--- src/bsi_pkg.sv ---
// constants and types for the boundary-scan instruction logic
// Summary of operation
// - clamp selects bypass, resets core, drives preloads
// - clamp activates on falling tck in update-ir
// - bypass code gives one-bit tdi-tdo path
// - bypass stage captures zero in capture-dr
// - bypass activates on falling tck in update-ir
// - code one selects 32-bit identification register
// - id holds revision, design center, device number
// - id bits 11..1 maker code, bit0 one
// - boundary register in path for extest, sample only
// - cells capture inputs, force outputs, set direction
// - all six standard instructions are implemented
// - three-bit ir, msb nearest tdi, update on fall
// - tap reset loads identification instruction
// - extest drives, sample captures/preloads, highz floats
package bsi_pkg;
	localparam int IR_W = 3;
	localparam int ID_W = 32;
	localparam logic [2:0] OP_EXTEST = 3'h0;
	localparam logic [2:0] OP_IDENTIFICATION_WORD = 3'h1;
	localparam logic [2:0] OP_SAMPLE = 3'h4;
	localparam logic [2:0] OP_HIGHZ = 3'h5;
	localparam logic [2:0] OP_CLAMP = 3'h6;
	localparam logic [2:0] OP_BYPASS = 3'h7;
	localparam logic [2:0] IR_CAPTURE = 3'h1;
	localparam int ID_REV_LSB = 28;
	localparam int ID_DC_LSB = 22;
	localparam int ID_DEV_LSB = 12;
	localparam int ID_MFR_LSB = 1;
	localparam logic BYP_CAPTURE = 1'b0;
	localparam logic ID_MARK = 1'b1;
	typedef enum logic [3:0] {
		TAP_RESET, TAP_IDLE, SEL_DR, CAP_DR, SH_DR, EX1_DR, PAU_DR, EX2_DR, UPD_DR,
		SEL_IR, CAP_IR, SH_IR, EX1_IR, PAU_IR, EX2_IR, UPD_IR
	} bsi_tap_t;
	typedef enum logic [1:0] {PATH_BSR, PATH_ID, PATH_BYP} bsi_path_t;
endpackage : bsi_pkg

--- src/bsi_cell.sv ---
// one boundary-scan cell: capture/shift stage plus update latch
`timescale 1ns/100ps
`default_nettype none
module bsi_cell (
	input wire logic ref_clk,
	input wire logic reset_n,
	input wire logic capture,
	input wire logic shift,
	input wire logic update,
	input wire logic pinValue,
	input wire logic serialIn,
	output logic stage,
	output logic held
);
	always_ff @(posedge ref_clk or negedge reset_n) begin
		if (!reset_n) begin
			stage <= 1'b0;
		end else if (capture) begin
			stage <= pinValue;
		end else if (shift) begin
			stage <= serialIn;
		end
	end
	always_ff @(posedge ref_clk or negedge reset_n) begin
		if (!reset_n) begin
			held <= 1'b0;
		end else if (update) begin
			held <= stage;
		end
	end
endmodule : bsi_cell
`default_nettype wire

--- src/bsi_tap.sv ---
// boundary-scan tap, instruction decode, id, bypass and boundary chain
`timescale 1ns/100ps
`default_nettype none
module bsi_tap #(
	parameter int NPINS = 4,
	parameter logic [3:0] ID_REV = 4'h0, // arbitrary value
	parameter logic [5:0] ID_DC = 6'h00, // arbitrary value
	parameter logic [9:0] ID_DEV = 10'h000, // arbitrary value
	parameter logic [10:0] ID_MFR = 11'h000 // arbitrary value
) (
	input wire logic ref_clk,
	input wire logic reset_n,
	input wire logic tck,
	input wire logic tms,
	input wire logic tdi,
	input wire logic trst_n,
	output logic tdo,
	output logic tdoEn_n,
	input wire logic [NPINS-1:0] pinIn,
	input wire logic [NPINS-1:0] coreOut,
	input wire logic [NPINS-1:0] coreOutEn_n,
	output logic [NPINS-1:0] pinOut,
	output logic [NPINS-1:0] pinOutEn_n,
	output logic coreReset_n,
	output logic [2:0] activeInstr
);
	// sync tck/tms/tdi/trst_n: two flops each before use
	logic [3:0] sync1_r;
	logic [3:0] sync2_r;
	logic tckLast_r;
	always_ff @(posedge ref_clk or negedge reset_n) begin
		if (!reset_n) begin
			sync1_r <= 4'h0;
			sync2_r <= 4'h0;
			tckLast_r <= 1'b0;
		end else begin
			sync1_r <= {trst_n, tdi, tms, tck};
			sync2_r <= sync1_r;
			tckLast_r <= sync2_r[0];
		end
	end
	wire tckS = sync2_r[0];
	wire tmsS = sync2_r[1];
	wire tdiS = sync2_r[2];
	wire trstS_n = sync2_r[3];
	wire tckRise = tckS & ~tckLast_r;
	wire tckFall = ~tckS & tckLast_r;

	// pads are asynchronous to ref_clk: two flops before the cells capture them
	logic [NPINS-1:0] pinSync1_r;
	logic [NPINS-1:0] pinSync2_r;
	always_ff @(posedge ref_clk or negedge reset_n) begin
		if (!reset_n) begin
			pinSync1_r <= '0;
			pinSync2_r <= '0;
		end else begin
			pinSync1_r <= pinIn;
			pinSync2_r <= pinSync1_r;
		end
	end

	// tap state machine, advanced on rising tck
	bsi_pkg::bsi_tap_t state_r;
	bsi_pkg::bsi_tap_t state_nxt;
	always_comb begin
		state_nxt = state_r;
		case (state_r)
			bsi_pkg::TAP_RESET: state_nxt = tmsS ? bsi_pkg::TAP_RESET : bsi_pkg::TAP_IDLE;
			bsi_pkg::TAP_IDLE: state_nxt = tmsS ? bsi_pkg::SEL_DR : bsi_pkg::TAP_IDLE;
			bsi_pkg::SEL_DR: state_nxt = tmsS ? bsi_pkg::SEL_IR : bsi_pkg::CAP_DR;
			bsi_pkg::CAP_DR: state_nxt = tmsS ? bsi_pkg::EX1_DR : bsi_pkg::SH_DR;
			bsi_pkg::SH_DR: state_nxt = tmsS ? bsi_pkg::EX1_DR : bsi_pkg::SH_DR;
			bsi_pkg::EX1_DR: state_nxt = tmsS ? bsi_pkg::UPD_DR : bsi_pkg::PAU_DR;
			bsi_pkg::PAU_DR: state_nxt = tmsS ? bsi_pkg::EX2_DR : bsi_pkg::PAU_DR;
			bsi_pkg::EX2_DR: state_nxt = tmsS ? bsi_pkg::UPD_DR : bsi_pkg::SH_DR;
			bsi_pkg::UPD_DR: state_nxt = tmsS ? bsi_pkg::SEL_DR : bsi_pkg::TAP_IDLE;
			bsi_pkg::SEL_IR: state_nxt = tmsS ? bsi_pkg::TAP_RESET : bsi_pkg::CAP_IR;
			bsi_pkg::CAP_IR: state_nxt = tmsS ? bsi_pkg::EX1_IR : bsi_pkg::SH_IR;
			bsi_pkg::SH_IR: state_nxt = tmsS ? bsi_pkg::EX1_IR : bsi_pkg::SH_IR;
			bsi_pkg::EX1_IR: state_nxt = tmsS ? bsi_pkg::UPD_IR : bsi_pkg::PAU_IR;
			bsi_pkg::PAU_IR: state_nxt = tmsS ? bsi_pkg::EX2_IR : bsi_pkg::PAU_IR;
			bsi_pkg::EX2_IR: state_nxt = tmsS ? bsi_pkg::UPD_IR : bsi_pkg::SH_IR;
			bsi_pkg::UPD_IR: state_nxt = tmsS ? bsi_pkg::SEL_DR : bsi_pkg::TAP_IDLE;
			default: state_nxt = bsi_pkg::TAP_RESET;
		endcase
	end
	// trst_n handled synchronously after sync, so the async reset sees only constants
	always_ff @(posedge ref_clk or negedge reset_n) begin
		if (!reset_n) begin
			state_r <= bsi_pkg::TAP_RESET;
		end else if (!trstS_n) begin
			state_r <= bsi_pkg::TAP_RESET;
		end else if (tckRise) begin
			state_r <= state_nxt;
		end
	end

	// instruction register: shift stage and hold stage
	logic [2:0] irShift_r;
	logic [2:0] irHold_r;
	wire inReset = (state_r == bsi_pkg::TAP_RESET);
	wire irCap = tckRise & (state_r == bsi_pkg::CAP_IR);
	wire irSh = tckRise & (state_r == bsi_pkg::SH_IR);
	wire irUpd = tckFall & (state_r == bsi_pkg::UPD_IR);
	always_ff @(posedge ref_clk or negedge reset_n) begin
		if (!reset_n) begin
			irShift_r <= bsi_pkg::IR_CAPTURE;
		end else if (irCap) begin
			irShift_r <= bsi_pkg::IR_CAPTURE;
		end else if (irSh) begin
			irShift_r <= {tdiS, irShift_r[2:1]};
		end
	end
	always_ff @(posedge ref_clk or negedge reset_n) begin
		if (!reset_n) begin
			irHold_r <= bsi_pkg::OP_IDENTIFICATION_WORD;
		end else if (inReset) begin
			irHold_r <= bsi_pkg::OP_IDENTIFICATION_WORD;
		end else if (irUpd) begin
			irHold_r <= irShift_r;
		end
	end

	// decode: every code maps to a defined path
	wire isExtest = (irHold_r == bsi_pkg::OP_EXTEST);
	wire isSample = (irHold_r == bsi_pkg::OP_SAMPLE);
	wire isIdcode = (irHold_r == bsi_pkg::OP_IDENTIFICATION_WORD);
	wire isHighz = (irHold_r == bsi_pkg::OP_HIGHZ);
	wire isClamp = (irHold_r == bsi_pkg::OP_CLAMP);
	bsi_pkg::bsi_path_t path;
	assign path = (isExtest | isSample) ? bsi_pkg::PATH_BSR
		: isIdcode ? bsi_pkg::PATH_ID
		: bsi_pkg::PATH_BYP;

	// data register controls
	wire drCap = tckRise & (state_r == bsi_pkg::CAP_DR);
	wire drSh = tckRise & (state_r == bsi_pkg::SH_DR);
	wire drUpd = tckFall & (state_r == bsi_pkg::UPD_DR);

	// bypass stage
	logic byp_r;
	always_ff @(posedge ref_clk or negedge reset_n) begin
		if (!reset_n) begin
			byp_r <= bsi_pkg::BYP_CAPTURE;
		end else if (drCap && path == bsi_pkg::PATH_BYP) begin
			byp_r <= bsi_pkg::BYP_CAPTURE;
		end else if (drSh && path == bsi_pkg::PATH_BYP) begin
			byp_r <= tdiS;
		end
	end

	// identification register
	wire [bsi_pkg::ID_W-1:0] idWord;
	assign idWord[bsi_pkg::ID_W-1:bsi_pkg::ID_REV_LSB] = ID_REV;
	assign idWord[bsi_pkg::ID_REV_LSB-1:bsi_pkg::ID_DC_LSB] = ID_DC;
	assign idWord[bsi_pkg::ID_DC_LSB-1:bsi_pkg::ID_DEV_LSB] = ID_DEV;
	assign idWord[bsi_pkg::ID_DEV_LSB-1:bsi_pkg::ID_MFR_LSB] = ID_MFR;
	assign idWord[bsi_pkg::ID_MFR_LSB-1] = bsi_pkg::ID_MARK;
	logic [bsi_pkg::ID_W-1:0] id_r;
	always_ff @(posedge ref_clk or negedge reset_n) begin
		if (!reset_n) begin
			id_r <= '0;
		end else if (drCap && path == bsi_pkg::PATH_ID) begin
			id_r <= idWord;
		end else if (drSh && path == bsi_pkg::PATH_ID) begin
			id_r <= {tdiS, id_r[bsi_pkg::ID_W-1:1]};
		end
	end

	// boundary chain: per pin a data cell then an enable cell
	localparam int NCELL = 2 * NPINS;
	wire bsrCap = drCap & (path == bsi_pkg::PATH_BSR);
	wire bsrSh = drSh & (path == bsi_pkg::PATH_BSR);
	wire bsrUpd = drUpd & (isExtest | isSample);
	logic [NCELL:0] chain;
	logic [NCELL-1:0] upd;
	logic [NPINS-1:0] updData;
	logic [NPINS-1:0] updEn_n;
	assign chain[NCELL] = tdiS;
	genvar g;
	generate
		for (g = 0; g < NPINS; g++) begin : gCell
			bsi_cell uData (
				.ref_clk(ref_clk),
				.reset_n(reset_n),
				.capture(bsrCap),
				.shift(bsrSh),
				.update(bsrUpd),
				.pinValue(pinSync2_r[g]),
				.serialIn(chain[2*g+1]),
				.stage(chain[2*g]),
				.held(upd[2*g])
			);
			bsi_cell uEn (
				.ref_clk(ref_clk),
				.reset_n(reset_n),
				.capture(bsrCap),
				.shift(bsrSh),
				.update(bsrUpd),
				.pinValue(coreOutEn_n[g]),
				.serialIn(chain[2*g+2]),
				.stage(chain[2*g+1]),
				.held(upd[2*g+1])
			);
			assign updData[g] = upd[2*g];
			assign updEn_n[g] = upd[2*g+1];
		end
	endgenerate

	// pin drive selection
	wire forcePins = isExtest | isClamp;
	wire [NPINS-1:0] pinOut_nxt = forcePins ? updData : coreOut;
	wire [NPINS-1:0] pinEn_nxt = isHighz ? {NPINS{1'b1}}
		: forcePins ? updEn_n : coreOutEn_n;

	// tdo changes on falling tck while shifting
	wire tdoSel = (path == bsi_pkg::PATH_BSR) ? chain[0]
		: (path == bsi_pkg::PATH_ID) ? id_r[0] : byp_r;
	wire shiftSt = (state_r == bsi_pkg::SH_DR) | (state_r == bsi_pkg::SH_IR);
	wire tdoBit = (state_r == bsi_pkg::SH_IR) ? irShift_r[0] : tdoSel;
	always_ff @(posedge ref_clk or negedge reset_n) begin
		if (!reset_n) begin
			tdo <= 1'b0;
			tdoEn_n <= 1'b1;
		end else if (tckFall) begin
			tdo <= tdoBit;
			tdoEn_n <= ~shiftSt;
		end
	end

	always_ff @(posedge ref_clk or negedge reset_n) begin
		if (!reset_n) begin
			pinOut <= '0;
			pinOutEn_n <= '1;
			coreReset_n <= 1'b1;
			activeInstr <= bsi_pkg::OP_IDENTIFICATION_WORD;
		end else begin
			pinOut <= pinOut_nxt;
			pinOutEn_n <= pinEn_nxt;
			coreReset_n <= ~isClamp;
			activeInstr <= irHold_r;
		end
	end
endmodule : bsi_tap
`default_nettype wire

--- config.mk ---
export PLATFORM = sky130hd
export DESIGN_NAME = bsi_tap
export DESIGN_NICKNAME = d
export VERILOG_FILES = /design/src/bsi_pkg.sv /design/src/bsi_cell.sv /design/src/bsi_tap.sv
export SDC_FILE = /design/constraint.sdc
export NUM_CORES = 1
export LEC_CHECK = 0
export BUFFER_PORTS_ARGS = -buffer_cell sky130_fd_sc_hd__buf_2
export CORE_MARGIN = 3
export CORE_UTILIZATION = 44
export CTS_CLUSTER_SIZE = 25
export DETAILED_ROUTE_END_ITERATION = 10
export PLACE_DENSITY = 0.66
export SYNTH_ARGS = -nofsm -noshare
export SYNTH_HDL_FRONTEND = slang
export SYNTH_SLANG_ARGS = --single-unit
--- constraint.sdc ---
create_clock -name ref_clk -period 1.75 [get_ports ref_clk]
set_input_delay 0.175 -clock ref_clk [delete_from_list [all_inputs] [get_ports ref_clk]]
set_output_delay 0.175 -clock ref_clk [all_outputs]
set_load 0.05 [all_outputs]
==> impl_metrics.json <==
{
  "first_global_vias": 2459,
  "synthTopCellsByArea": "dfrtp_1 (51%), nand2_1 (8.1%), o21ai_2 (6.4%)",
  "wl_mm": 6.65,
  "ys_seq_elements": 90,
  "seqPwrFrac_pct": 54.5,
  "synth.most_common_cell": "nand2_1",
  "grt_max_degree": 91,
  "clock-sinks": 90,
  "sw_frac_of_total_pct": 23.3,
  "yosys.area_share.adder_pct": 0,
  "cts_buffers": 9,
  "drcViolationCount": 0,
  "arrival_ns": 1.85,
  "hpwl_mm": 4.43,
  "yosys.area_share.simple_pct": 15.6,
  "reg2reg_setup_slack_ns": 0.15,
  "drt-pass1-iter-count": 4,
  "die_h_um": 101,
  "outcome": "finished clean",
  "syn_nets": 369,
  "skew_ns": 0.0132,
  "report.final.slew_viol_count": 0,
  "nFillCells": 746,
  "cts.clk_slew.worst_paths_ns": 0.10,
  "io_pins": 32,
  "switching_power_mw": 0.917,
  "pre_cts_ws_ns": 0.142,
  "cts_tree": "built",
  "fin_crit_ns": 1.60,
  "yosysTopAreaCellShare_pct": 51.4,
  "post-synth-top-area-cell": "dfrtp_1",
  "area_delta_synth_final_pct": 14.4,
  "worstPathRequired_ns": 2.00,
  "hp-class": "in2reg",
  "crit_path_top_delay_cell": "dfrtp_1",
  "place_inst": 477,
  "crit_path_end_kind": "flip-flop",
  "antenna_found_initial": 0,
  "num_rows": 33,
  "ant_nets": 0,
  "setup_ws_ns": 0.155,
  "via_count": 2597,
  "design.core.area_mm2": 0.00846,
  "async_reset_ff_share_pct": 100,
  "wire_per_inst_um": 13.3,
  "die-area_mm2": 0.0101,
  "setup_violations": 0,
  "relSlewSlack_pct": 65.1,
  "drt_iter0_drc": 64,
  "fp.dieW_um": 101,
  "timing.setup.tns_ns": 0,
  "gr-total-overflow": 0,
  "avgSynthCellArea_um2": 11.2,
  "initial_core_util_pct": 46.6,
  "syn_area_mm2": 0.00394,
  "clkPwrFrac_pct": 39.8,
  "critical_path_class": "reg2reg",
  "h-tree-depth": 3,
  "synth_edf_count": 0,
  "diodes": 0,
  "startpoint_type": "flip-flop",
  "cpPeakStageDelay_ns": 0.56,
  "grtUsageTotal_pct": 14.6,
  "max_freq_mhz": 627,
  "ys_seq_area_share_pct": 57.4,
  "grt_pass1_wl_mm": 11.8,
  "crit_fanout": 12,
  "clockRootBuffer": "clkbuf_8",
  "worstSkewPairLatency_ns": 0.36,
  "drt-vias-per-instance": 5.17,
  "synthXorXnorAreaFrac_pct": 0,
  "drive_gt1_share_pct": 30.7,
  "p_int_mw": 3.01,
  "netlist_instances": 351,
  "hold_viol": 0,
  "yosys_warnings": 0,
  "finalNonFillerCells": 502,
  "tightest_slew_ns": 0.522,
  "cts_buffer_depth": 2,
  "combinationalPowerShare_pct": 5.6,
  "p_leak_nw": 2.02,
  "synth.mux.area_fraction_pct": 7.05,
  "synth_top_family_by_area": "simple AND/OR/NAND/NOR gates",
  "synth_compound_area_share_pct": 15.5,
  "p_per_area_mw_per_mm2": 871,
  "synth.distinct_cells": 46,
  "peakVddDrop_mv": 0.543,
  "synthFlopType": "dfrtp_1",
  "synthTopCellsByCount": "nand2_1 (85), dfrtp_1 (81), o21ai_2 (29), o21ai_0 (27), mux2_2 (14)",
  "finalCritPeriodShare_pct": 91.2,
  "rsz0062_at_grt": "no",
  "crit_chain": "and2b_1, nor3_4, mux2_2",
  "num-nets-final": 410,
  "gp_congestion": 0.851,
  "portBuffers": 31,
  "cap_viol_max_count": 0
}
==> cells in the final DEF, fill, tap and decap left out, drive strengths merged, types with 6 or more instances in the layout <==
| master | instances |
|---|---|
| a21oi | 6 |
| o21ai | 56 |
| nor2 | 14 |
| dfstp | 9 |
| mux2 | 14 |
| dlygate4sd3 | 9 |
| buf | 42 |
| mux2i | 12 |
| nor2b | 6 |
| clkbuf | 9 |
| inv | 6 |
| a221oi | 6 |
| nand2 | 85 |
| dfrtp | 81 |
==> routing by layer <==
layer	vias to the layer above	share of wire [%]	track usage, %
met2	41	46	21.4
met3	15	3.9	4.15
met1	1247	48	20.6
met5	-	0	0
li1	1294	-	-
met4	0	1.7	5.28
==> path summary, 6_finish.rpt <==
kind | startpoint | end | cells after the start
max | irHold_r[1] | pinOut[2] | 3
min | coreOut[1] | pinOut[1] | 2
max reg2reg | irHold_r[1] | pinOut[2] | 3
min reg2reg | pinSync1_r[1] | pinSync2_r[1] | 0
max in group asynchronous | reset_n | pinOutEn_n[3] | 3
min in group asynchronous | reset_n | id_r[12] | 3
==> sequential cells by signal, indices dropped and copies added (netlist names), 3 cells and up <==
| name | flops |
|---|---|
| pinOutEn_n | 4 |
| gCell.uData.held | 4 |
| activeInstr | 3 |
| sync1_r | 4 |
| gCell.uEn.stage | 4 |
| pinSync2_r | 4 |
| state_r | 4 |
| irShift_r | 3 |
| gCell.uData.stage | 4 |
| sync2_r | 4 |
| irHold_r | 3 |
| id_r | 32 |
| gCell.uEn.held | 4 |
| pinSync1_r | 4 |
| pinOut | 4 |
==> metrics by stage <==
step / hold WS (ns) / utilization (%) / area [µm²] / power, mW
3_5_place_dp: 0.255 / 49.6 / 4200 / 2.40
6_report: 0.0388 / 53.3 / 4510 / 3.93
3_3_place_gp: 0.251 / 49.6 / 4200 / 2.39
4_1_cts: 0.0214 / 53.3 / 4510 / 3.98
2_1_floorplan: -0.121 / - / 3940 / 2.30
5_1_grt: 0.0253 / 53.3 / 4510 / 4.09
==> area by class of cell <==
cell class / count / area (µm²) / share of cell area (%)
tap: 105 / 131 / 2.91
multi-input combinational: 237 / 1500 / 33.3
timing repair buffer: 51 / 380 / 8.43
clock inverter: 7 / 98.8 / 2.19
clock buffer: 9 / 124 / 2.75
sequential: 90 / 2270 / 50.2
inverter: 3 / 11.3 / 0.250
==> power groups by stage <==
| stage | logic [mW] | registers [mW] | clock network, mW |
|---|---|---|---|
| 6_report | 0.222 | 2.14 | 1.56 |
| 2_1_floorplan | 0.0641 | 2.23 | 0 |
| 5_1_grt | 0.245 | 2.15 | 1.69 |
| 4_1_cts | 0.227 | 2.14 | 1.61 |
| 3_5_place_dp | 0.211 | 2.18 | 0 |
| 3_3_place_gp | 0.209 | 2.18 | 0 |
==> critical path, delay by kind of cell, from the launching register on <==
family	cells	cell delay, ns
flip-flops	1	0.56
multiplexers	1	0.37
AND/OR/NAND/NOR	2	0.57
==> what timing repair did <==
| action | 4_1_cts | 5_1_grt |
|---|---|---|
| buffers inserted | 0 | 0 |
| endpoints found under the setup margin | 0 | 3 |
| resized for setup | 0 | 2 |
| hold buffers | 9 | 0 |
| hold endpoints to repair | 89 | 0 |
==> logic make-up (layout without fill, tap and decap cells) <==
| group | Yosys count | count (layout) |
|---|---|---|
| simple gates | 128 | 128 |
| flops | 90 | 90 |
| compound gates | 83 | 83 |
| mux | 26 | 26 |
| buf+inv | 24 | 70 |
No activity file was read; power rests on OpenSTA's default activity.
